`config.mk`:
```
export PLATFORM = sky130hd
export DESIGN_NAME = acp_top
export DESIGN_NICKNAME = d
export VERILOG_FILES = /design/src/acp_pkg.sv /design/src/acp_sync.sv /design/src/acp_fifo.sv /design/src/acp_top.sv
export VERILOG_INCLUDE_DIRS = /design/src /design/src/src
export SDC_FILE = /design/constraint.sdc
export NUM_CORES = 1
export LEC_CHECK = 0
export BUFFER_PORTS_ARGS = -buffer_cell sky130_fd_sc_hd__buf_4
export CAP_MARGIN = 40
export CORE_ASPECT_RATIO = 0.7
export CORE_UTILIZATION = 40
export DETAILED_ROUTE_END_ITERATION = 8
export PLACE_DENSITY = 0.65
export SKIP_CTS_REPAIR_TIMING = 1
export SLEW_MARGIN = 30
export SYNTH_ARGS = -nofsm -noshare
export SYNTH_HDL_FRONTEND = slang
export SYNTH_SLANG_ARGS = --single-unit
```
`constraint.sdc`:
```
create_clock -name i_sys_clk -period 3.8 [get_ports i_sys_clk]
set_input_delay 0.76 -clock i_sys_clk [delete_from_list [all_inputs] [get_ports i_sys_clk]]
set_output_delay 0.76 -clock i_sys_clk [all_outputs]
set_load 0.02 [all_outputs]
```
`src/acp_cfg.svh`:
```
// Constants of the converter serial control port
`ifndef ACP_CFG_SVH
`define ACP_CFG_SVH

// ***************************************************************
// Word sizes
// ***************************************************************
`define ACP_CFG_BITS 7
`define ACP_RES_BITS 12
`define ACP_CNT_BITS 4
`define ACP_SYNC_BITS 4

// ***************************************************************
// Configuration word fields, first received bit highest
// ***************************************************************
`define ACP_F_PAIRING 6
`define ACP_F_ODD_SIGN 5
`define ACP_F_SEL_HI 4
`define ACP_F_SEL_LO 3
`define ACP_F_POLARITY 2
`define ACP_F_MSB_FIRST 1
`define ACP_F_POWER_DOWN 0

// ***************************************************************
// Synchroniser lanes
// ***************************************************************
`define ACP_S_SCLK 0
`define ACP_S_CS_N 1
`define ACP_S_DIN 2
`define ACP_S_COMP 3

// ***************************************************************
// Result stream word: {mux 4, polarity 1, result 12}
// ***************************************************************
`define ACP_WORD_BITS 17
`define ACP_FIFO_DEPTH 8

// ***************************************************************
// Reset values and counts
// ***************************************************************
`define ACP_CFG_RESET 7'h00
`define ACP_RES_RESET 12'h000
`define ACP_TRIAL_FIRST 12'h800
`define ACP_CFG_LAST 4'h6
`define ACP_RES_MSB_IDX 4'hb

`endif

```
`src/acp_pkg.sv`:
```
// Types of the converter serial control port
package acp_pkg;

	// ***************************************************************
	// Port sequencer states, one-hot
	// ***************************************************************
	typedef enum logic [5:0] {
		ACP_ST_OFF = 6'b000001,
		ACP_ST_HUNT = 6'b000010,
		ACP_ST_CFG = 6'b000100,
		ACP_ST_NULL = 6'b001000,
		ACP_ST_DATA = 6'b010000,
		ACP_ST_DONE = 6'b100000
	} acp_state_t;

endpackage

```
`src/acp_sync.sv`:
```
// Two-stage synchroniser for asynchronous inputs
`timescale 1ns/1ps

module acp_sync #(
	parameter int WIDTH = 1
) (
	// Clock and reset
	input wire logic i_sys_clk,
	input wire logic i_srst,
	// Lanes
	input wire logic [WIDTH-1:0] i_async,
	output logic [WIDTH-1:0] o_sync
);

	logic [WIDTH-1:0] meta;
	logic [WIDTH-1:0] next_meta;
	logic [WIDTH-1:0] next_sync;

	always_comb begin
		next_meta = i_async;
		next_sync = meta;
		if (i_srst) begin
			next_meta = '0;
			next_sync = '0;
		end
	end

	always_ff @(posedge i_sys_clk) begin
		meta <= next_meta;
		o_sync <= next_sync;
	end

endmodule

```
`src/acp_fifo.sv`:
```
// Result FIFO with valid and ready on both sides
`timescale 1ns/1ps

module acp_fifo #(
	parameter int WIDTH = 17,
	parameter int DEPTH = 8
) (
	// Clock and reset
	input wire logic i_sys_clk,
	input wire logic i_srst,
	// Fill side
	input wire logic i_wr_valid,
	input wire logic [WIDTH-1:0] i_wr_data,
	output logic o_wr_ready,
	// Drain side
	output logic o_rd_valid,
	output logic [WIDTH-1:0] o_rd_data,
	input wire logic i_rd_ready
);

	localparam int AW = (DEPTH > 1) ? $clog2(DEPTH) : 1;

	logic [WIDTH-1:0] mem [DEPTH];
	logic [AW-1:0] wr_ptr;
	logic [AW-1:0] rd_ptr;
	logic [AW:0] count;
	logic [AW-1:0] next_wr_ptr;
	logic [AW-1:0] next_rd_ptr;
	logic [AW:0] next_count;
	logic do_wr;
	logic do_rd;

	function automatic logic [AW-1:0] ptr_inc(input logic [AW-1:0] p);
		if (p == AW'(DEPTH - 1))
			return '0;
		return p + AW'(1);
	endfunction

	always_comb begin
		do_wr = i_wr_valid && o_wr_ready;
		do_rd = o_rd_valid && i_rd_ready;
		next_wr_ptr = do_wr ? ptr_inc(wr_ptr) : wr_ptr;
		next_rd_ptr = do_rd ? ptr_inc(rd_ptr) : rd_ptr;
		next_count = count;
		if (do_wr && !do_rd)
			next_count = count + (AW+1)'(1);
		else if (do_rd && !do_wr)
			next_count = count - (AW+1)'(1);
		if (i_srst) begin
			next_wr_ptr = '0;
			next_rd_ptr = '0;
			next_count = '0;
		end
	end

	always_ff @(posedge i_sys_clk) begin
		wr_ptr <= next_wr_ptr;
		rd_ptr <= next_rd_ptr;
		count <= next_count;
		o_wr_ready <= (next_count != (AW+1)'(DEPTH));
		o_rd_valid <= (next_count != '0);
		if (do_wr)
			mem[wr_ptr] <= i_wr_data;
	end

	assign o_rd_data = mem[rd_ptr];

endmodule

```
`src/acp_top.sv`:
```
// Serial control port of a successive-approximation converter
`timescale 1ns/1ps
`include "acp_cfg.svh"

// Operation
// - Transfers only while select is low
// - Config in on data input, result out
// - Shutdown output low when power-down requested
// - Drive on falling clock, sample on rising
// - Receive whole word first, then transmit
// - Works with input and output tied
// - Select falling edge starts start-bit search
// - First one is start bit, zeros dropped
// - Seven config bits follow, start conversion
// - Ignore data input until next select cycle
// - One null bit, then result bits
// - Result belongs to this exchange's conversion
// - Select high resets port for next exchange
// - Serial clock steps the conversion
// - First four bits select multiplexer inputs
// - Polarity bit one unipolar, zero bipolar
module acp_top
	import acp_pkg::*;
(
	// Clock and reset
	input wire logic i_sys_clk,
	input wire logic i_srst,
	// Serial pins
	input wire logic i_cs_n,
	input wire logic i_sclk,
	input wire logic i_din,
	output logic o_dout,
	output logic o_dout_oe,
	output logic o_shutdown_out_n,
	// Converter core
	input wire logic i_comp_high,
	output logic [`ACP_RES_BITS-1:0] o_dac_code,
	output logic o_sample_hold,
	output logic o_conv_active,
	output logic o_input_pairing,
	output logic o_odd_sign,
	output logic [1:0] o_chan_sel,
	output logic o_polarity_select,
	// Result stream
	output logic o_res_valid,
	output logic [`ACP_WORD_BITS-1:0] o_res_data,
	input wire logic i_res_ready
);

	// ***************************************************************
	// Pin synchronisation and edge detection
	// ***************************************************************
	logic [`ACP_SYNC_BITS-1:0] pins_s;
	logic sclk_d;
	logic cs_n_d;
	logic sclk_rise;
	logic sclk_fall;
	logic cs_fall;
	logic cs_high;
	logic din_s;
	logic comp_s;

	acp_sync #(
		.WIDTH(`ACP_SYNC_BITS)
	) u_sync (
		.i_sys_clk(i_sys_clk),
		.i_srst(i_srst),
		.i_async({i_comp_high, i_din, i_cs_n, i_sclk}),
		.o_sync(pins_s)
	);

	always_comb begin
		din_s = pins_s[`ACP_S_DIN];
		comp_s = pins_s[`ACP_S_COMP];
		cs_high = pins_s[`ACP_S_CS_N];
		sclk_rise = pins_s[`ACP_S_SCLK] && !sclk_d;
		sclk_fall = !pins_s[`ACP_S_SCLK] && sclk_d;
		cs_fall = !pins_s[`ACP_S_CS_N] && cs_n_d;
	end

	always_ff @(posedge i_sys_clk) begin
		if (i_srst) begin
			sclk_d <= 1'b0;
			// Match the flushed synchroniser so no false select edge follows reset
			cs_n_d <= 1'b0;
		end else begin
			sclk_d <= pins_s[`ACP_S_SCLK];
			cs_n_d <= pins_s[`ACP_S_CS_N];
		end
	end

	// ***************************************************************
	// Result FIFO
	// ***************************************************************
	logic push_pending;
	logic [`ACP_WORD_BITS-1:0] push_data;
	logic fifo_ready;

	acp_fifo #(
		.WIDTH(`ACP_WORD_BITS),
		.DEPTH(`ACP_FIFO_DEPTH)
	) u_fifo (
		.i_sys_clk(i_sys_clk),
		.i_srst(i_srst),
		.i_wr_valid(push_pending),
		.i_wr_data(push_data),
		.o_wr_ready(fifo_ready),
		.o_rd_valid(o_res_valid),
		.o_rd_data(o_res_data),
		.i_rd_ready(i_res_ready)
	);

	// ***************************************************************
	// Successive-approximation step
	// ***************************************************************
	function automatic logic [`ACP_RES_BITS-1:0] sar_step(
		input logic [`ACP_RES_BITS-1:0] trial,
		input logic [`ACP_CNT_BITS-1:0] idx,
		input logic keep
	);
		logic [`ACP_RES_BITS-1:0] t;
		t = trial;
		t[idx] = keep;
		if (idx != '0)
			t[idx - `ACP_CNT_BITS'(1)] = 1'b1;
		return t;
	endfunction

	// ***************************************************************
	// Sequencer state
	// ***************************************************************
	acp_state_t state;
	acp_state_t next_state;
	logic [`ACP_CNT_BITS-1:0] bit_cnt;
	logic [`ACP_CNT_BITS-1:0] next_bit_cnt;
	logic [`ACP_CFG_BITS-1:0] cfg_sr;
	logic [`ACP_CFG_BITS-1:0] next_cfg_sr;
	logic [`ACP_CFG_BITS-1:0] cfg_word;
	logic [`ACP_CFG_BITS-1:0] next_cfg_word;
	logic [`ACP_RES_BITS-1:0] trial;
	logic [`ACP_RES_BITS-1:0] next_trial;
	logic [`ACP_RES_BITS-1:0] result;
	logic [`ACP_RES_BITS-1:0] next_result;
	logic next_dout;
	logic next_dout_oe;
	logic next_shutdown_n;
	logic next_sample_hold;
	logic next_conv_active;
	logic next_push_pending;
	logic [`ACP_WORD_BITS-1:0] next_push_data;
	logic [`ACP_CFG_BITS-1:0] full_cfg;

	always_comb begin
		next_state = state;
		next_bit_cnt = bit_cnt;
		next_cfg_sr = cfg_sr;
		next_cfg_word = cfg_word;
		next_trial = trial;
		next_result = result;
		next_dout = o_dout;
		next_dout_oe = o_dout_oe;
		next_shutdown_n = o_shutdown_out_n;
		next_sample_hold = o_sample_hold;
		next_conv_active = o_conv_active;
		next_push_pending = push_pending;
		next_push_data = push_data;
		full_cfg = {cfg_sr[`ACP_CFG_BITS-2:0], din_s};

		// Hand a finished word to the FIFO
		if (push_pending && fifo_ready)
			next_push_pending = 1'b0;

		case (state)
			ACP_ST_OFF: begin
				if (cs_fall)
					next_state = ACP_ST_HUNT;
			end
			ACP_ST_HUNT: begin
				// Stall start-bit search while a result waits for room
				if (sclk_rise && din_s && !next_push_pending) begin
					next_state = ACP_ST_CFG;
					next_bit_cnt = '0;
					next_cfg_sr = `ACP_CFG_RESET;
					next_sample_hold = 1'b0;
				end
			end
			ACP_ST_CFG: begin
				if (sclk_rise) begin
					next_cfg_sr = full_cfg;
					next_bit_cnt = bit_cnt + `ACP_CNT_BITS'(1);
					if (bit_cnt == `ACP_CFG_LAST) begin
						next_cfg_word = full_cfg;
						next_shutdown_n = !full_cfg[`ACP_F_POWER_DOWN];
						next_trial = `ACP_TRIAL_FIRST;
						next_result = `ACP_RES_RESET;
						next_state = ACP_ST_NULL;
					end
				end
			end
			ACP_ST_NULL: begin
				if (sclk_fall) begin
					next_dout_oe = 1'b1;
					next_dout = 1'b0;
					next_sample_hold = 1'b1;
					next_conv_active = 1'b1;
					next_bit_cnt = `ACP_RES_MSB_IDX;
					next_state = ACP_ST_DATA;
				end
			end
			ACP_ST_DATA: begin
				// Each falling edge decides and sends one bit
				if (sclk_fall) begin
					next_dout = comp_s;
					next_result = result;
					next_result[bit_cnt] = comp_s;
					next_trial = sar_step(trial, bit_cnt, comp_s);
					if (bit_cnt == '0) begin
						next_conv_active = 1'b0;
						next_push_pending = 1'b1;
						next_push_data = {cfg_word[`ACP_F_PAIRING:`ACP_F_POLARITY], next_result};
						next_state = ACP_ST_DONE;
					end else begin
						next_bit_cnt = bit_cnt - `ACP_CNT_BITS'(1);
					end
				end
			end
			ACP_ST_DONE: begin
				// Trailing clocks see zeros; data input is ignored
				if (sclk_fall)
					next_dout = 1'b0;
			end
			default: begin
				next_state = ACP_ST_OFF;
			end
		endcase

		// Select high ends any exchange and frees the line
		if (cs_high) begin
			next_state = ACP_ST_OFF;
			next_dout_oe = 1'b0;
			next_dout = 1'b0;
			next_conv_active = 1'b0;
			next_sample_hold = 1'b0;
			next_bit_cnt = '0;
		end

		if (i_srst) begin
			next_state = ACP_ST_OFF;
			next_bit_cnt = '0;
			next_cfg_sr = `ACP_CFG_RESET;
			next_cfg_word = `ACP_CFG_RESET;
			next_trial = `ACP_RES_RESET;
			next_result = `ACP_RES_RESET;
			next_dout = 1'b0;
			next_dout_oe = 1'b0;
			next_shutdown_n = 1'b1;
			next_sample_hold = 1'b0;
			next_conv_active = 1'b0;
			next_push_pending = 1'b0;
			next_push_data = '0;
		end
	end

	always_ff @(posedge i_sys_clk) begin
		state <= next_state;
		bit_cnt <= next_bit_cnt;
		cfg_sr <= next_cfg_sr;
		cfg_word <= next_cfg_word;
		trial <= next_trial;
		result <= next_result;
		o_dout <= next_dout;
		o_dout_oe <= next_dout_oe;
		o_shutdown_out_n <= next_shutdown_n;
		o_sample_hold <= next_sample_hold;
		o_conv_active <= next_conv_active;
		push_pending <= next_push_pending;
		push_data <= next_push_data;
	end

	// ***************************************************************
	// Converter core controls
	// ***************************************************************
	always_ff @(posedge i_sys_clk) begin
		o_dac_code <= next_trial;
		o_input_pairing <= next_cfg_word[`ACP_F_PAIRING];
		o_odd_sign <= next_cfg_word[`ACP_F_ODD_SIGN];
		o_chan_sel <= next_cfg_word[`ACP_F_SEL_HI:`ACP_F_SEL_LO];
		o_polarity_select <= next_cfg_word[`ACP_F_POLARITY];
	end

endmodule

```
==> flow_summary.toml <==
[outcome]
status = "complete, no violations"

[drt]
drc = 0
firstDrtPassIters = 5
postRouteAntennaNets = 0
vias = 5991
drtIter0Drc = 628
wl_per_cell_um = 18.4
wl_mm = 20.2
viasPerCell = 5.46

[hold_path]
holdPathStages = 1
hold_path.class = "reg2reg"

[placed_design]
hpwlAfterDp_mm = 12.7
port_buffers = 46
pre_cts_ws_ns = 1.14
placed_cells = 1055
place_congestion = 0.838
dpl-instance-area_mm2 = 0.0101

[floorplan]
ios = 47
dieWidth_um = 186
initial_core_util_pct = 41.2
dieArea_mm2 = 0.0242
die_h_um = 131
fp-row-count = 46
core_mm2 = 0.0229

[grt]
grt_overflow = 0
grt_use_total_pct = 16.9
antenna_found_initial = 0
grt_pass1_wl_mm = 31.7
grt_pass1_vias = 5546
grt_max_degree = 71

[sta]
fin_ws_ns = 0.677
period_needed_ns = 3.12
tightest_slew_ns = 0.748
rsz0062_at_grt = "false"
fin_skew_ns = 0.0252
final_hold_viol_count = 0
setup_viol = 0
slew_headroom_pct = 49.9
fmax_ghz = 0.320
tns_ns = 0
report.final.slew_viol_count = 0
fin_crit_sh_pct = 82.2

[synthesis]
ys_seq_elements = 228
synth_edf_count = 136
ys.flop_type = "edfxtp_1"
synth_warnings = 0
synth_top_family_by_area = "simple AND/OR/NAND/NOR gates"
synth_top_area_share_pct = 43.2
synthAdderAreaFrac_pct = 1.32
synth.cells.most_frequent = "edfxtp_1, dfxtp_1, nand2_1, a21oi_1, nor2_1"
synth_cell_types = 61
muxShareOfSynthArea_pct = 11.1
synth_compound_area_share_pct = 10.2
yosys.area_share.simple_pct = 11.4
ys_async_sr_fraction_pct = 0
synthTopCellsByArea = "edfxtp_1, dfxtp_1, mux4_2"
syn_nets = 749
synth_cells = 732
synth.largest_area_cell = "edfxtp_1"
synth.most_common_cell = "edfxtp_1"
synthXorXnorAreaFrac_pct = 0.556
mappedNetlistArea_mm2 = 0.00945
synth_seq_area_share_pct = 62.7
avgSynthCellArea_um2 = 12.9

[flow_run]
drv_cap = 0

[final_layout]
finish.instance_area_mm2 = 0.0109
diodes = 0
final_nets = 785
syn2layout_area_growth_pct = 15.0
finalNonFillerCells = 1097
layout-drive-gt1-share_pct = 20.6

[cts]
root_buffer = "clkbuf_16"
clkTransAtPathRegs_ns = 0.06
cts_htree_levels = 1
insertion_delay_ns = 0.51
cts_buffers = 23
cts_tree = "yes"
cts.sinks = 228
clock_path_buffers = 3

[power_and_ir_drop]
power_density_mw_per_mm2 = 491
peakVddDrop_mv = 0.281
p_leak_uw = 0.00359

[worst_setup_path]
r2r-start = "bit_cnt[0]"
worstPathArrival_ns = 2.36
cp_max_fo = 24
reg2reg_to = "result[11]"
reg2reg_setup_slack_ns = 1.20
start_kind = "register"
path_class = "reg2out"
cp.required_ns = 3.04
worst_r2r_path_depth = 8
endpoint_kind = "primary output"
worstSetupEndpoint = "o_res_data[3]"
report_power, final:
part / leakage (µW) / internal, µW / switching [µW]
Combinational: 0.00121 / 214 / 199
Sequential: 0.00200 / 2620 / 50.1
Clock: 0.000369 / 1350 / 895
worst min-delay path by stage:
stage	from	end	slack [ns]
2_1_floorplan	u_sync.meta[0]	u_sync.o_sync[0]	0.41
3_3_place_gp	u_sync.meta[1]	u_sync.o_sync[1]	0.42
3_5_place_dp	u_sync.meta[0]	u_sync.o_sync[0]	0.43
4_1_cts	u_sync.meta[0]	u_sync.o_sync[0]	0.45
5_1_grt	u_sync.meta[0]	u_sync.o_sync[0]	0.45
6_report	u_sync.meta[0]	u_sync.o_sync[0]	0.44
cell usage in the layout, fill, tap and decap left out, drive strengths merged, types with 9 or more instances in the layout:
master / count
a211oi: 12
a21oi: 57
a22oi: 17
and2: 9
buf: 61
clkbuf: 37
dfxtp: 92
edfxtp: 136
ha: 10
inv: 9
mux2: 17
mux2i: 9
mux4: 34
nand2: 61
nand3: 20
nor2: 56
nor2b: 18
nor3: 12
o21ai: 40
worst max-delay path, cell delays in order (launching register included):
cell and delay (ns):
dfxtp_2 0.59, buf_12 0.28, mux4_2 0.52, mux2_2 0.29, buf_4 0.16
flip-flops by register name (all words and copies together), names as in the netlist, 3 cells and up, named ones only:
signal and cells:
u_fifo.mem 136, push_data 17, o_dac_code 12, result 11, cfg_sr 6, state 6, bit_cnt 4, cfg_word 4
u_fifo.count 4, u_sync.meta 4, u_sync.o_sync 4, u_fifo.rd_ptr 3, u_fifo.wr_ptr 3
layout make-up:
class                           instances  area (µm²)
Inverter                                7        26.3
Multi-Input combinational cell        447        3290
Clock buffer                           37         673
Sequential cell                       228        5930
Timing Repair Buffer                   61         472
Tap cell                              312         390
Clock inverter                          5        81.3
Fill cell                            2076       12000
logic make-up after synthesis:
| group | Yosys count |
|---|---|
| AO/OA/AOI/OAI | 157 |
| multiplexers | 60 |
| AND/OR/NAND/NOR | 214 |
| buffers and inverters | 57 |
| adder cells (fa/ha/maj) | 10 |
| XOR/XNOR | 6 |
| flip-flops | 228 |
per-layer routing:
metal  global-route usage (%)  wire, µm
met1                     26.4     10200
met2                     24.9      8710
met4                     2.84       226
met5                        0         0
met3                     2.74      1020
metrics by stage:
| stage | hold slack (ns) | util (%) | power [µW] |
|---|---|---|---|
| 6_report | 0.444 | 47.4 | 5330 |
| 5_1_grt | 0.455 | 47.4 | 5510 |
| 4_1_cts | 0.448 | 47.4 | 5380 |
| 3_5_place_dp | 0.433 | 44.1 | 3140 |
| 3_3_place_gp | 0.424 | 44.1 | 3140 |
| 2_1_floorplan | 0.414 | - | 3030 |
Note: power is estimated with default switching activity, not from simulation.
